**src/inc/gio_pkg.sv**
```systemverilog
// gio_pkg: constants, register map and carrier types for the pin control block
// -----------------------------------------------------------------------------
// -----------------------------------------------------------------------------
package gio_pkg;
  localparam int unsigned NPINS_DEF  = 20;
  localparam int unsigned TWA_IDX    = 4;
  localparam int unsigned TWB_IDX    = 5;
  localparam int unsigned FILT_LEN   = 3;
  localparam logic [1:0]  RESP_OKAY  = 2'h0;
  localparam logic [1:0]  RESP_SLVERR = 2'h2;
  // register byte offsets
  localparam logic [7:0] OFS_DIR    = 8'h00;
  localparam logic [7:0] OFS_OUT    = 8'h04;
  localparam logic [7:0] OFS_PULL   = 8'h08;
  localparam logic [7:0] OFS_IN     = 8'h0C;
  localparam logic [7:0] OFS_IRQEN  = 8'h10;
  localparam logic [7:0] OFS_CTRL   = 8'h14;
  localparam logic [7:0] OFS_WAKE   = 8'h18;
  // control register fields
  localparam int unsigned CTRL_TWOWIRE = 0;
  localparam int unsigned CTRL_SLEEP   = 1;
  // reset values
  localparam logic [31:0] RST_DIR  = 32'h0000_0000;
  localparam logic [31:0] RST_OUT  = 32'h0000_0000;
  localparam logic [31:0] RST_PULL = 32'hFFFF_FFFF;
  localparam logic [31:0] RST_ZERO = 32'h0000_0000;

  typedef struct packed {
    logic [7:0]  addr;
    logic [31:0] data;
    logic [3:0]  strb;
  } gio_wreq_t;

  typedef enum logic [1:0] {
    GIO_AWAKE  = 2'b00,
    GIO_ASLEEP = 2'b01
  } gio_pwr_t;
endpackage : gio_pkg

```
**src/hw/gio_pin_ctrl.sv**
```systemverilog
// gio_pin_ctrl: general pin control with AXI4-Lite registers, sleep hold, wake
module gio_pin_ctrl #(
  parameter int unsigned NPINS = gio_pkg::NPINS_DEF
) (
  input  wire logic             aclk,
  input  wire logic             aresetn,
  // axi4-lite slave
  input  wire logic [7:0]       s_axi_awaddr,
  input  wire logic             s_axi_awvalid,
  output logic                  s_axi_awready,
  input  wire logic [31:0]      s_axi_wdata,
  input  wire logic [3:0]       s_axi_wstrb,
  input  wire logic             s_axi_wvalid,
  output logic                  s_axi_wready,
  output logic [1:0]            s_axi_bresp,
  output logic                  s_axi_bvalid,
  input  wire logic             s_axi_bready,
  input  wire logic [7:0]       s_axi_araddr,
  input  wire logic             s_axi_arvalid,
  output logic                  s_axi_arready,
  output logic [31:0]           s_axi_rdata,
  output logic [1:0]            s_axi_rresp,
  output logic                  s_axi_rvalid,
  input  wire logic             s_axi_rready,
  // peripheral (secondary function) side
  input  wire logic [NPINS-1:0] periph_en,
  input  wire logic [NPINS-1:0] periph_dir,
  input  wire logic [NPINS-1:0] periph_out,
  // pins
  input  wire logic [NPINS-1:0] general_io_pin_i,
  output logic [NPINS-1:0]      general_io_pin_o,
  output logic [NPINS-1:0]      general_io_pin_oe_n,
  output logic [NPINS-1:0]      pin_pullup_resistor_en,
  output logic [NPINS-1:0]      pin_in_sync,
  output logic                  wake_event
);
  // the two-wire pins sit at fixed indices and the register word is 32 bits
  if (NPINS < 6 || NPINS > 32)
  begin : g_bad_npins
    $error("gio_pin_ctrl: NPINS must be 6..32");
  end

  // ---------------------------------------------------------------------------
  // register bus
  // ---------------------------------------------------------------------------
  logic [31:0] dir_q, out_q, pull_q, irqen_q, wake_q, ctrl_q;
  logic        aw_q, w_q, bv_q, rv_q;
  logic [31:0] rdata_q;
  logic [1:0]  bresp_q, rresp_q;
  gio_pkg::gio_wreq_t wreq_q;
  logic        sleep_q;
  wire         wake_any;

  wire aw_take = s_axi_awvalid && !aw_q && !bv_q;
  wire w_take  = s_axi_wvalid && !w_q && !bv_q;
  wire wr_go   = (aw_q || aw_take) && (w_q || w_take) && !bv_q;
  wire [7:0]  wa = aw_q ? wreq_q.addr : s_axi_awaddr;
  wire [31:0] wd = w_q ? wreq_q.data : s_axi_wdata;
  wire [3:0]  ws = w_q ? wreq_q.strb : s_axi_wstrb;
  wire [31:0] wmask = {{8{ws[3]}}, {8{ws[2]}}, {8{ws[1]}}, {8{ws[0]}}};
  wire [31:0] pin_mask = (NPINS == 32) ? 32'hFFFF_FFFF
                       : ((32'h1 << NPINS) - 32'h1);
  wire wr_dir   = wr_go && wa == gio_pkg::OFS_DIR;
  wire wr_out   = wr_go && wa == gio_pkg::OFS_OUT;
  wire wr_pull  = wr_go && wa == gio_pkg::OFS_PULL;
  wire wr_irqen = wr_go && wa == gio_pkg::OFS_IRQEN;
  wire wr_ctrl  = wr_go && wa == gio_pkg::OFS_CTRL;
  wire wr_wake  = wr_go && wa == gio_pkg::OFS_WAKE;
  wire wr_in    = wr_go && wa == gio_pkg::OFS_IN;
  wire wr_ok    = wr_dir | wr_out | wr_pull | wr_irqen | wr_ctrl | wr_wake
                | wr_in;
  wire [31:0] wnew_dir  = ((dir_q & ~wmask) | (wd & wmask)) & pin_mask;
  wire [31:0] wnew_out  = ((out_q & ~wmask) | (wd & wmask)) & pin_mask;
  wire [31:0] wnew_pull = ((pull_q & ~wmask) | (wd & wmask)) & pin_mask;
  wire [31:0] wnew_irq  = ((irqen_q & ~wmask) | (wd & wmask)) & pin_mask;
  wire [31:0] wnew_ctrl = ((ctrl_q & ~wmask) | (wd & wmask)) & 32'h0000_0003;

  always_ff @(posedge aclk)
  begin
    if (!aresetn)
    begin
      aw_q   <= 1'b0;
      w_q    <= 1'b0;
      bv_q   <= 1'b0;
      bresp_q <= gio_pkg::RESP_OKAY;
      wreq_q <= '0;
    end
    else
    begin
      aw_q <= wr_go ? 1'b0 : (aw_q | aw_take);
      w_q  <= wr_go ? 1'b0 : (w_q | w_take);
      if (aw_take)
        wreq_q.addr <= s_axi_awaddr;
      if (w_take)
      begin
        wreq_q.data <= s_axi_wdata;
        wreq_q.strb <= s_axi_wstrb;
      end
      if (wr_go)
      begin
        bv_q    <= 1'b1;
        bresp_q <= wr_ok ? gio_pkg::RESP_OKAY : gio_pkg::RESP_SLVERR;
      end
      else if (s_axi_bready)
        bv_q <= 1'b0;
    end
  end

  assign s_axi_awready = !aw_q && !bv_q && aresetn;
  assign s_axi_wready  = !w_q && !bv_q && aresetn;
  assign s_axi_bvalid  = bv_q;
  assign s_axi_bresp   = bresp_q;

  // read path
  wire ar_take = s_axi_arvalid && !rv_q;
  logic [31:0] rd_mux;
  logic        rd_ok;
  always_comb
  begin
    rd_ok  = 1'b1;
    rd_mux = gio_pkg::RST_ZERO;
    unique case (s_axi_araddr)
      gio_pkg::OFS_DIR:   rd_mux = dir_q;
      gio_pkg::OFS_OUT:   rd_mux = out_q;
      gio_pkg::OFS_PULL:  rd_mux = pull_q;
      gio_pkg::OFS_IN:    rd_mux = 32'(pin_in_sync);
      gio_pkg::OFS_IRQEN: rd_mux = irqen_q;
      gio_pkg::OFS_CTRL:  rd_mux = ctrl_q;
      gio_pkg::OFS_WAKE:  rd_mux = wake_q;
      default:            rd_ok = 1'b0;
    endcase
  end

  always_ff @(posedge aclk)
  begin
    if (!aresetn)
    begin
      rv_q    <= 1'b0;
      rdata_q <= gio_pkg::RST_ZERO;
      rresp_q <= gio_pkg::RESP_OKAY;
    end
    else if (ar_take)
    begin
      rv_q    <= 1'b1;
      rdata_q <= rd_mux;
      rresp_q <= rd_ok ? gio_pkg::RESP_OKAY : gio_pkg::RESP_SLVERR;
    end
    else if (s_axi_rready)
      rv_q <= 1'b0;
  end

  assign s_axi_arready = !rv_q && aresetn;
  assign s_axi_rvalid  = rv_q;
  assign s_axi_rdata   = rdata_q;
  assign s_axi_rresp   = rresp_q;

  // ---------------------------------------------------------------------------
  // configuration registers
  // ---------------------------------------------------------------------------
  // pull enables stay writable in sleep: they never touch drive state
  always_ff @(posedge aclk)
  begin
    if (!aresetn)
    begin
      dir_q   <= gio_pkg::RST_DIR;
      out_q   <= gio_pkg::RST_OUT;
      pull_q  <= gio_pkg::RST_PULL & pin_mask;
      irqen_q <= gio_pkg::RST_ZERO;
      ctrl_q  <= gio_pkg::RST_ZERO;
    end
    else
    begin
      if (wr_dir)
        dir_q <= wnew_dir;
      if (wr_out)
        out_q <= wnew_out;
      if (wr_pull)
        pull_q <= wnew_pull;
      if (wr_irqen)
        irqen_q <= wnew_irq;
      if (wr_ctrl)
        ctrl_q <= wnew_ctrl;
      else if (wake_any)
        ctrl_q[gio_pkg::CTRL_SLEEP] <= 1'b0;
    end
  end

  // ---------------------------------------------------------------------------
  // input synchroniser, two-wire glitch filter
  // ---------------------------------------------------------------------------
  localparam int unsigned FILTW = $clog2(gio_pkg::FILT_LEN + 1);
  logic [NPINS-1:0] meta_q, sync_q, prev_q;
  wire  [NPINS-1:0] filt_q;
  logic [1:0]       twf_q;
  logic [FILTW-1:0] fcnt_q [2];
  wire  [1:0]       tw_sync = {sync_q[gio_pkg::TWB_IDX],
                               sync_q[gio_pkg::TWA_IDX]};
  wire twowire = ctrl_q[gio_pkg::CTRL_TWOWIRE];

  always_ff @(posedge aclk)
  begin
    if (!aresetn)
    begin
      meta_q <= '0;
      sync_q <= '0;
    end
    else
    begin
      meta_q <= general_io_pin_i;
      sync_q <= meta_q;
    end
  end

  // a level must hold FILT_LEN cycles before it passes
  always_ff @(posedge aclk)
  begin
    for (int k = 0; k < 2; k++)
    begin
      if (!aresetn)
      begin
        fcnt_q[k] <= '0;
        twf_q[k]  <= 1'b0;
      end
      else if (!twowire || tw_sync[k] == twf_q[k])
      begin
        fcnt_q[k] <= '0;
        twf_q[k]  <= twowire ? twf_q[k] : tw_sync[k];
      end
      else if (fcnt_q[k] == FILTW'(gio_pkg::FILT_LEN - 1))
      begin
        fcnt_q[k] <= '0;
        twf_q[k]  <= tw_sync[k];
      end
      else
        fcnt_q[k] <= fcnt_q[k] + FILTW'(1);
    end
  end

  genvar gi;
  generate
    for (gi = 0; gi < NPINS; gi++)
    begin : g_filt
      if (gi == gio_pkg::TWA_IDX)
      begin : g_twa
        assign filt_q[gi] = twf_q[0];
      end
      else if (gi == gio_pkg::TWB_IDX)
      begin : g_twb
        assign filt_q[gi] = twf_q[1];
      end
      else
      begin : g_pass
        assign filt_q[gi] = sync_q[gi];
      end
    end
  endgenerate

  // ---------------------------------------------------------------------------
  // pin drive, sleep hold, wake
  // ---------------------------------------------------------------------------
  wire [NPINS-1:0] eff_dir = (periph_en & periph_dir)
                           | (~periph_en & dir_q[NPINS-1:0]);
  wire [NPINS-1:0] eff_out = (periph_en & periph_out)
                           | (~periph_en & out_q[NPINS-1:0]);
  // only pins that are not driving can wake the block
  wire [NPINS-1:0] chg     = (filt_q ^ prev_q) & irqen_q[NPINS-1:0]
                           & general_io_pin_oe_n;
  wire             sleep_req = ctrl_q[gio_pkg::CTRL_SLEEP];
  logic [NPINS-1:0] tw_mask;
  logic [NPINS-1:0] drv_dir, drv_out;

  always_comb
  begin
    tw_mask = '0;
    tw_mask[gio_pkg::TWA_IDX] = twowire;
    tw_mask[gio_pkg::TWB_IDX] = twowire;
    // open drain: drive only while the level is low
    drv_dir = (eff_dir & ~tw_mask) | (tw_mask & eff_dir & ~eff_out);
    drv_out = eff_out & ~tw_mask;
  end

  assign wake_any = sleep_q && (|chg);

  always_ff @(posedge aclk)
  begin
    if (!aresetn)
    begin
      general_io_pin_oe_n    <= '1;
      general_io_pin_o       <= '0;
      pin_pullup_resistor_en <= '1;
      prev_q                 <= '0;
      pin_in_sync            <= '0;
      wake_event             <= 1'b0;
      wake_q                 <= gio_pkg::RST_ZERO;
      sleep_q                <= 1'b0;
    end
    else
    begin
      sleep_q <= sleep_req && !wake_any;
      if (!sleep_q)
      begin
        general_io_pin_oe_n <= ~drv_dir;
        general_io_pin_o    <= drv_out;
      end
      pin_pullup_resistor_en <= pull_q[NPINS-1:0];
      prev_q      <= filt_q;
      pin_in_sync <= filt_q;
      wake_event  <= wake_any;
      // latched wake cause; new events win over a clear
      wake_q <= (wr_wake ? (wake_q & ~(wd & wmask)) : wake_q)
              | (wake_any ? 32'(chg) : 32'h0);
    end
  end

  // ---------------------------------------------------------------------------
  // checks
  // ---------------------------------------------------------------------------
  reset_hiz_a: assert property (@(posedge aclk)
    !aresetn |=> general_io_pin_oe_n == '1)
    else $error("pins driven after reset");
  pull_reset_a: assert property (@(posedge aclk)
    !aresetn ##1 aresetn |-> pin_pullup_resistor_en == '1)
    else $error("pull not enabled out of reset");
  sleep_hold_a: assert property (@(posedge aclk)
    disable iff (!aresetn)
    sleep_q && $past(sleep_q) |-> $stable(general_io_pin_oe_n)
    && $stable(general_io_pin_o))
    else $error("pin changed during sleep");
  periph_dir_a: assert property (@(posedge aclk)
    disable iff (!aresetn)
    !sleep_q && !twowire && periph_en[0] |=>
    general_io_pin_oe_n[0] == !$past(periph_dir[0]))
    else $error("peripheral direction not applied");
  gen_dir_a: assert property (@(posedge aclk)
    disable iff (!aresetn)
    !sleep_q && !periph_en[1] |=>
    general_io_pin_oe_n[1] == !$past(dir_q[1]))
    else $error("general direction not applied");
  open_drain_a: assert property (@(posedge aclk)
    disable iff (!aresetn)
    $past(twowire) |-> general_io_pin_o[gio_pkg::TWA_IDX] == 1'b0
    && general_io_pin_o[gio_pkg::TWB_IDX] == 1'b0)
    else $error("two-wire pin driven high");
  wake_gen_a: assert property (@(posedge aclk)
    disable iff (!aresetn)
    wake_any |=> wake_event ##1 !sleep_q)
    else $error("wake event not raised");
  pull_indep_a: assert property (@(posedge aclk)
    disable iff (!aresetn)
    wr_pull && !wr_dir && !wr_out |=> $stable(dir_q) && $stable(out_q))
    else $error("pull write disturbed drive");
  sync_delay_a: assert property (@(posedge aclk)
    disable iff (!aresetn)
    !twowire ##1 !twowire [*2] |-> filt_q[0] == $past(general_io_pin_i[0], 2))
    else $error("synchroniser depth wrong");
  wake_cov_c: cover property (@(posedge aclk) disable iff (!aresetn)
    sleep_q ##[1:20] wake_event);
  tw_cov_c: cover property (@(posedge aclk) disable iff (!aresetn)
    twowire && !general_io_pin_oe_n[gio_pkg::TWA_IDX]);
  periph_cov_c: cover property (@(posedge aclk) disable iff (!aresetn)
    periph_en[0] && !general_io_pin_oe_n[0]);
endmodule : gio_pin_ctrl

```
**config.mk**
```make
export PLATFORM = sky130hd
export DESIGN_NAME = gio_pin_ctrl
export DESIGN_NICKNAME = d
export VERILOG_FILES = /design/src/inc/gio_pkg.sv /design/src/hw/gio_pin_ctrl.sv
export SDC_FILE = /design/constraint.sdc
export NUM_CORES = 1
export LEC_CHECK = 0
export ABC_AREA = 1
export ABC_CLOCK_PERIOD_IN_PS = 2200
export BUFFER_PORTS_ARGS = -buffer_cell sky130_fd_sc_hd__buf_4
export CORE_MARGIN = 10
export CORE_UTILIZATION = 30
export CTS_BUF_LIST = sky130_fd_sc_hd__clkbuf_4 sky130_fd_sc_hd__clkbuf_8
export DETAILED_ROUTE_END_ITERATION = 7
export HOLD_SLACK_MARGIN = 0.02
export PLACE_DENSITY_LB_ADDON = 0.05
export RECOVER_POWER = 25
export SETUP_SLACK_MARGIN = 0.5
export SLEW_MARGIN = 10
export SYNTH_ARGS = -nofsm -noshare
export SYNTH_HDL_FRONTEND = slang
export SYNTH_SLANG_ARGS = --single-unit
```
**constraint.sdc**
```tcl
create_clock -name aclk -period 2.2 [get_ports aclk]
set_input_delay 0.22 -clock aclk [delete_from_list [all_inputs] [get_ports aclk]]
set_output_delay 0.22 -clock aclk [all_outputs]
set_load 0.1 [all_outputs]
```
==> out/results.env <==
TRITONCTS='done'
HOLD_VIOL=0
POST_SYNTH_INST_COUNT=1906
GRTUSAGETOTAL_PCT=20.6
VDD.IR_DROP.WORST_uV=554
SYNTH_AREA_LEADERS='dfxtp_1, nand2_1, inv_1'
SYNTH.YOSYS.WARNINGS=0
GRT_FIRST_PASS_WIRELENGTH_MM=86.1
HOLD_WS_NS=0.109
GRT-OVFL-TOTAL=0
OUTCOME='finished with violations'
ASYNC_FLOP_SHARE_PCT=0
CORE_AREA_MM2=0.0454
ANTENNA-DIODE-COUNT=0
BOUNDARYPINS=261
SYNTH-EDFF-COUNT=4
WORST_HOLD_PATH_TYPE='in2reg'
LAYOUT-AREA-OVERHEAD-VS-SYNTH_PCT=52.7
NUMCTSBUFFERS=58
TIMING.CLOCK.SKEW_NS=0.0253
REPORT.FINAL.SETUP_VIOL=0
CTS_MAX_LEVEL=2
NETLIST.AREA_LEADER.SHARE_PCT=46.4
WORST_HOLD_ENDPOINT='w_q'
PART_OF_THE_YOSYS_AREA_USED_FOR_SEQUENTIAL_ELEMENTS_PCT=47.3
DRT-VIAS-PER-INSTANCE=4.68
YS_FF_LATCH=324
POWER_DENSITY_mW_PER_MM2=732
CTSLONGESTPATHBUFFERS=3
ANTENNA_VIOLATIONS_BEFORE_REPAIR=0
DETAILED_ROUTE_ITER0_VIOLATIONS=742
MULTIINPUTGATEAREA_MM2=0.00657
WORSTSETUPPATHTYPE='reg2reg'
TOTAL_LEAKAGE_POWER_nW=9.51
ROUTABILITYCONGESTION=0.844
WORSTPATHARRIVAL_NS=2.36
SYNTH.CELL_AREA_MM2=0.0138
FIN_TNS_SETUP_NS=0
FP.DIEH_UM=234
CTS.REPORTEDPATHS.CLKPINSLEW_NS=0.06
WORSTSETUPSTARTPOINTTYPE='flop'
ENDPOINT_KIND='flop'
WORST_EP_REQUIRED_TIME_NS=2.72
WORSTMARGINPINSLEW_NS=1.66
FAILED_CHECKS='max-capacitance violations, max-slew violations'
CLOCK_SINK_COUNT=324
DRT.ANTENNA.VIOLATING_NETS=0
R2R_START='aw_q'
DETAILEDPLACEMENTHPWL_MM=39.6
DRT-TOTAL-WL_MM=57.8
FINALMAXSLEWVIOLATIONS=206
AVGROUTEDWIREPERCELL_UM=19.0
CRITICAL_PATH_PEAK_FANOUT=8
SYNTH.TOP_CELLS.BY_COUNT='nand2_1, dfxtp_1, inv_1'
FIRST_GLOBAL_VIAS=14200
WHS_PATH_DEPTH=6
POST_SYNTH_NUM_CELL_TYPES=41
MIN_PERIOD_NS=1.83
ROWS=78
INITIAL_CORE_UTILIZATION_PCT=30.4
RSZ_0062_RAISED_AFTER_GLOBAL_ROUTING='true'
FINAL_NET_COUNT=2535
YS_DOMINANT_REG_CELL='dfxtp_1'
DRC=0
TIMING.SLEW.HEADROOM_PCT=-10.6
DIEAREA_MM2=0.0550
POST-SYNTH-TOP-AREA-CELL='dfxtp_1'
SETUP.WORST_PATH.START='aw_q'
DETAIL_ROUTE.FIRST_PASS.ITERATIONS=5
FINAL.PERIOD_UTILIZATION_PCT=83.4
MIN-DELAY-START='s_axi_wvalid'
REG2REG_SLACK_NS=0.37
DETAILROUTE.VIA_COUNT=14200
MAXCLOCKFREQUENCY_MHz=545
REGISTER_AREA_MM2=0.00667
CAP_VIOLATIONS=1
PORTBUFFERS=258
GRT_START_MAX_NET_PINS=206
LAYOUT.FILLER_CELLS=4543
SYNTHESIS.AREA_PER_INSTANCE_UM2=7.24
FINAL_LAYOUT_SIZE_SUFFIX_GT1_SHARE_PCT=28.1
WORST_SKEW_PAIR.LATE_LATENCY_NS=0.65
CLOCK-ROOT-BUFFER='clkbuf_8'
DIE_WIDTH_UM=234
FF2FF_PATH_DEPTH=11
SYNTH_MOST_COMMON_CELL='nand2_1'
## per-stage QoR
stage	instances	util, %	setup slack [ns]	instance area, um2	power, mW
finish	3039	46.4	0.366	21100	15.4
global route	3039	46.4	0.267	21100	16.1
CTS	3033	45.4	0.401	20600	15.5
detailed placement	2709	36.7	0.192	16700	8.89
global placement	2709	36.7	0.239	16700	8.87
floorplan	1910	-	0.398	14100	8.01
## worst max-delay path, cell delays in order, from the launching register on
cell     delay [ns]
dfxtp_4        0.38
buf_6          0.13
nor2_2         0.07
nand2_1        0.07
nand2_2        0.09
buf_4          0.12
nand2_4        0.08
nor2_8         0.14
buf_12         0.16
nand3_4        0.16
o31ai_1        0.25
inv_1          0.07
## cell families (layout without fill, tap and decap cells)
logic type                 after synthesis  count (layout)  share of synthesized area (%)
other                                    2               6                         0.0544
buffers and inverters                  410             932                           11.6
and+or+nand+nor                        757             764                           23.7
AOI/OAI and AO/OA                      399             399                           16.4
muxes                                   10              10                          0.726
DFF                                    324             324                           47.3
adders and majority gates                2               2                          0.181
xor gates and xnor gates                 2               2                          0.127
## worst max path at each step
stage | cells past startpoint | slack [ns] | to
floorplan | 9 | 0.40 | flop
global placement | 11 | 0.24 | wake_q[8]
detailed placement | 11 | 0.19 | wake_q[9]
CTS | 9 | 0.40 | flop
global route | 12 | 0.27 | wake_q[3]
finish | 11 | 0.37 | flop
## area by class of cell
type,instances,area share [%]
tap,600,3.56
clock inverter,14,0.303
multi-input combinational,1183,31.2
inverter,317,5.77
timing repair buffer,510,22.2
sequential,324,31.7
clock buffer,91,5.29
## repair_timing
action	in CTS	in global routing
hold buffers	165	3
gates resized for setup	127	106
setup buffers	41	9
pin swaps	32	43
setup endpoints to repair	139	131
hold endpoints to repair	124	3
gates cloned	13	1
## report_power, final
part	total (mW)	leakage [nW]	switching (mW)	internal [mW]
Combinational	3.35	6.20	2.14	1.22
Clock	5.79	0.640	2.59	3.20
Sequential	6.29	2.67	0.164	6.12
Total	15.4	9.51	4.89	10.5
## layer usage
layer	share of wire, %	track usage [%]
met1	42	25.0
met2	50	35.5
met3	5.7	4.09
met4	2.6	7.39
met5	0	0
## placed cells by master (no fill, tap or decap), types with 19 or more instances in the layout
cell type / synthesis / routed
o21ai_1: 3 / 21
o21ai_0: 219 / 190
buf_12: 0 / 23
dlygate4sd3_1: 0 / 160
a21oi_1: 103 / 96
clkbuf_4: 0 / 22
nand2_1: 376 / 363
nor2_1: 206 / 179
buf_4: 3 / 300
nand3_1: 113 / 87
buf_6: 5 / 19
nand3_4: 7 / 28
dfxtp_4: 0 / 35
inv_1: 310 / 304
a211oi_2: 14 / 33
dfxtp_1: 320 / 273
clkbuf_8: 0 / 69
Power figures use the tool's default switching activity.
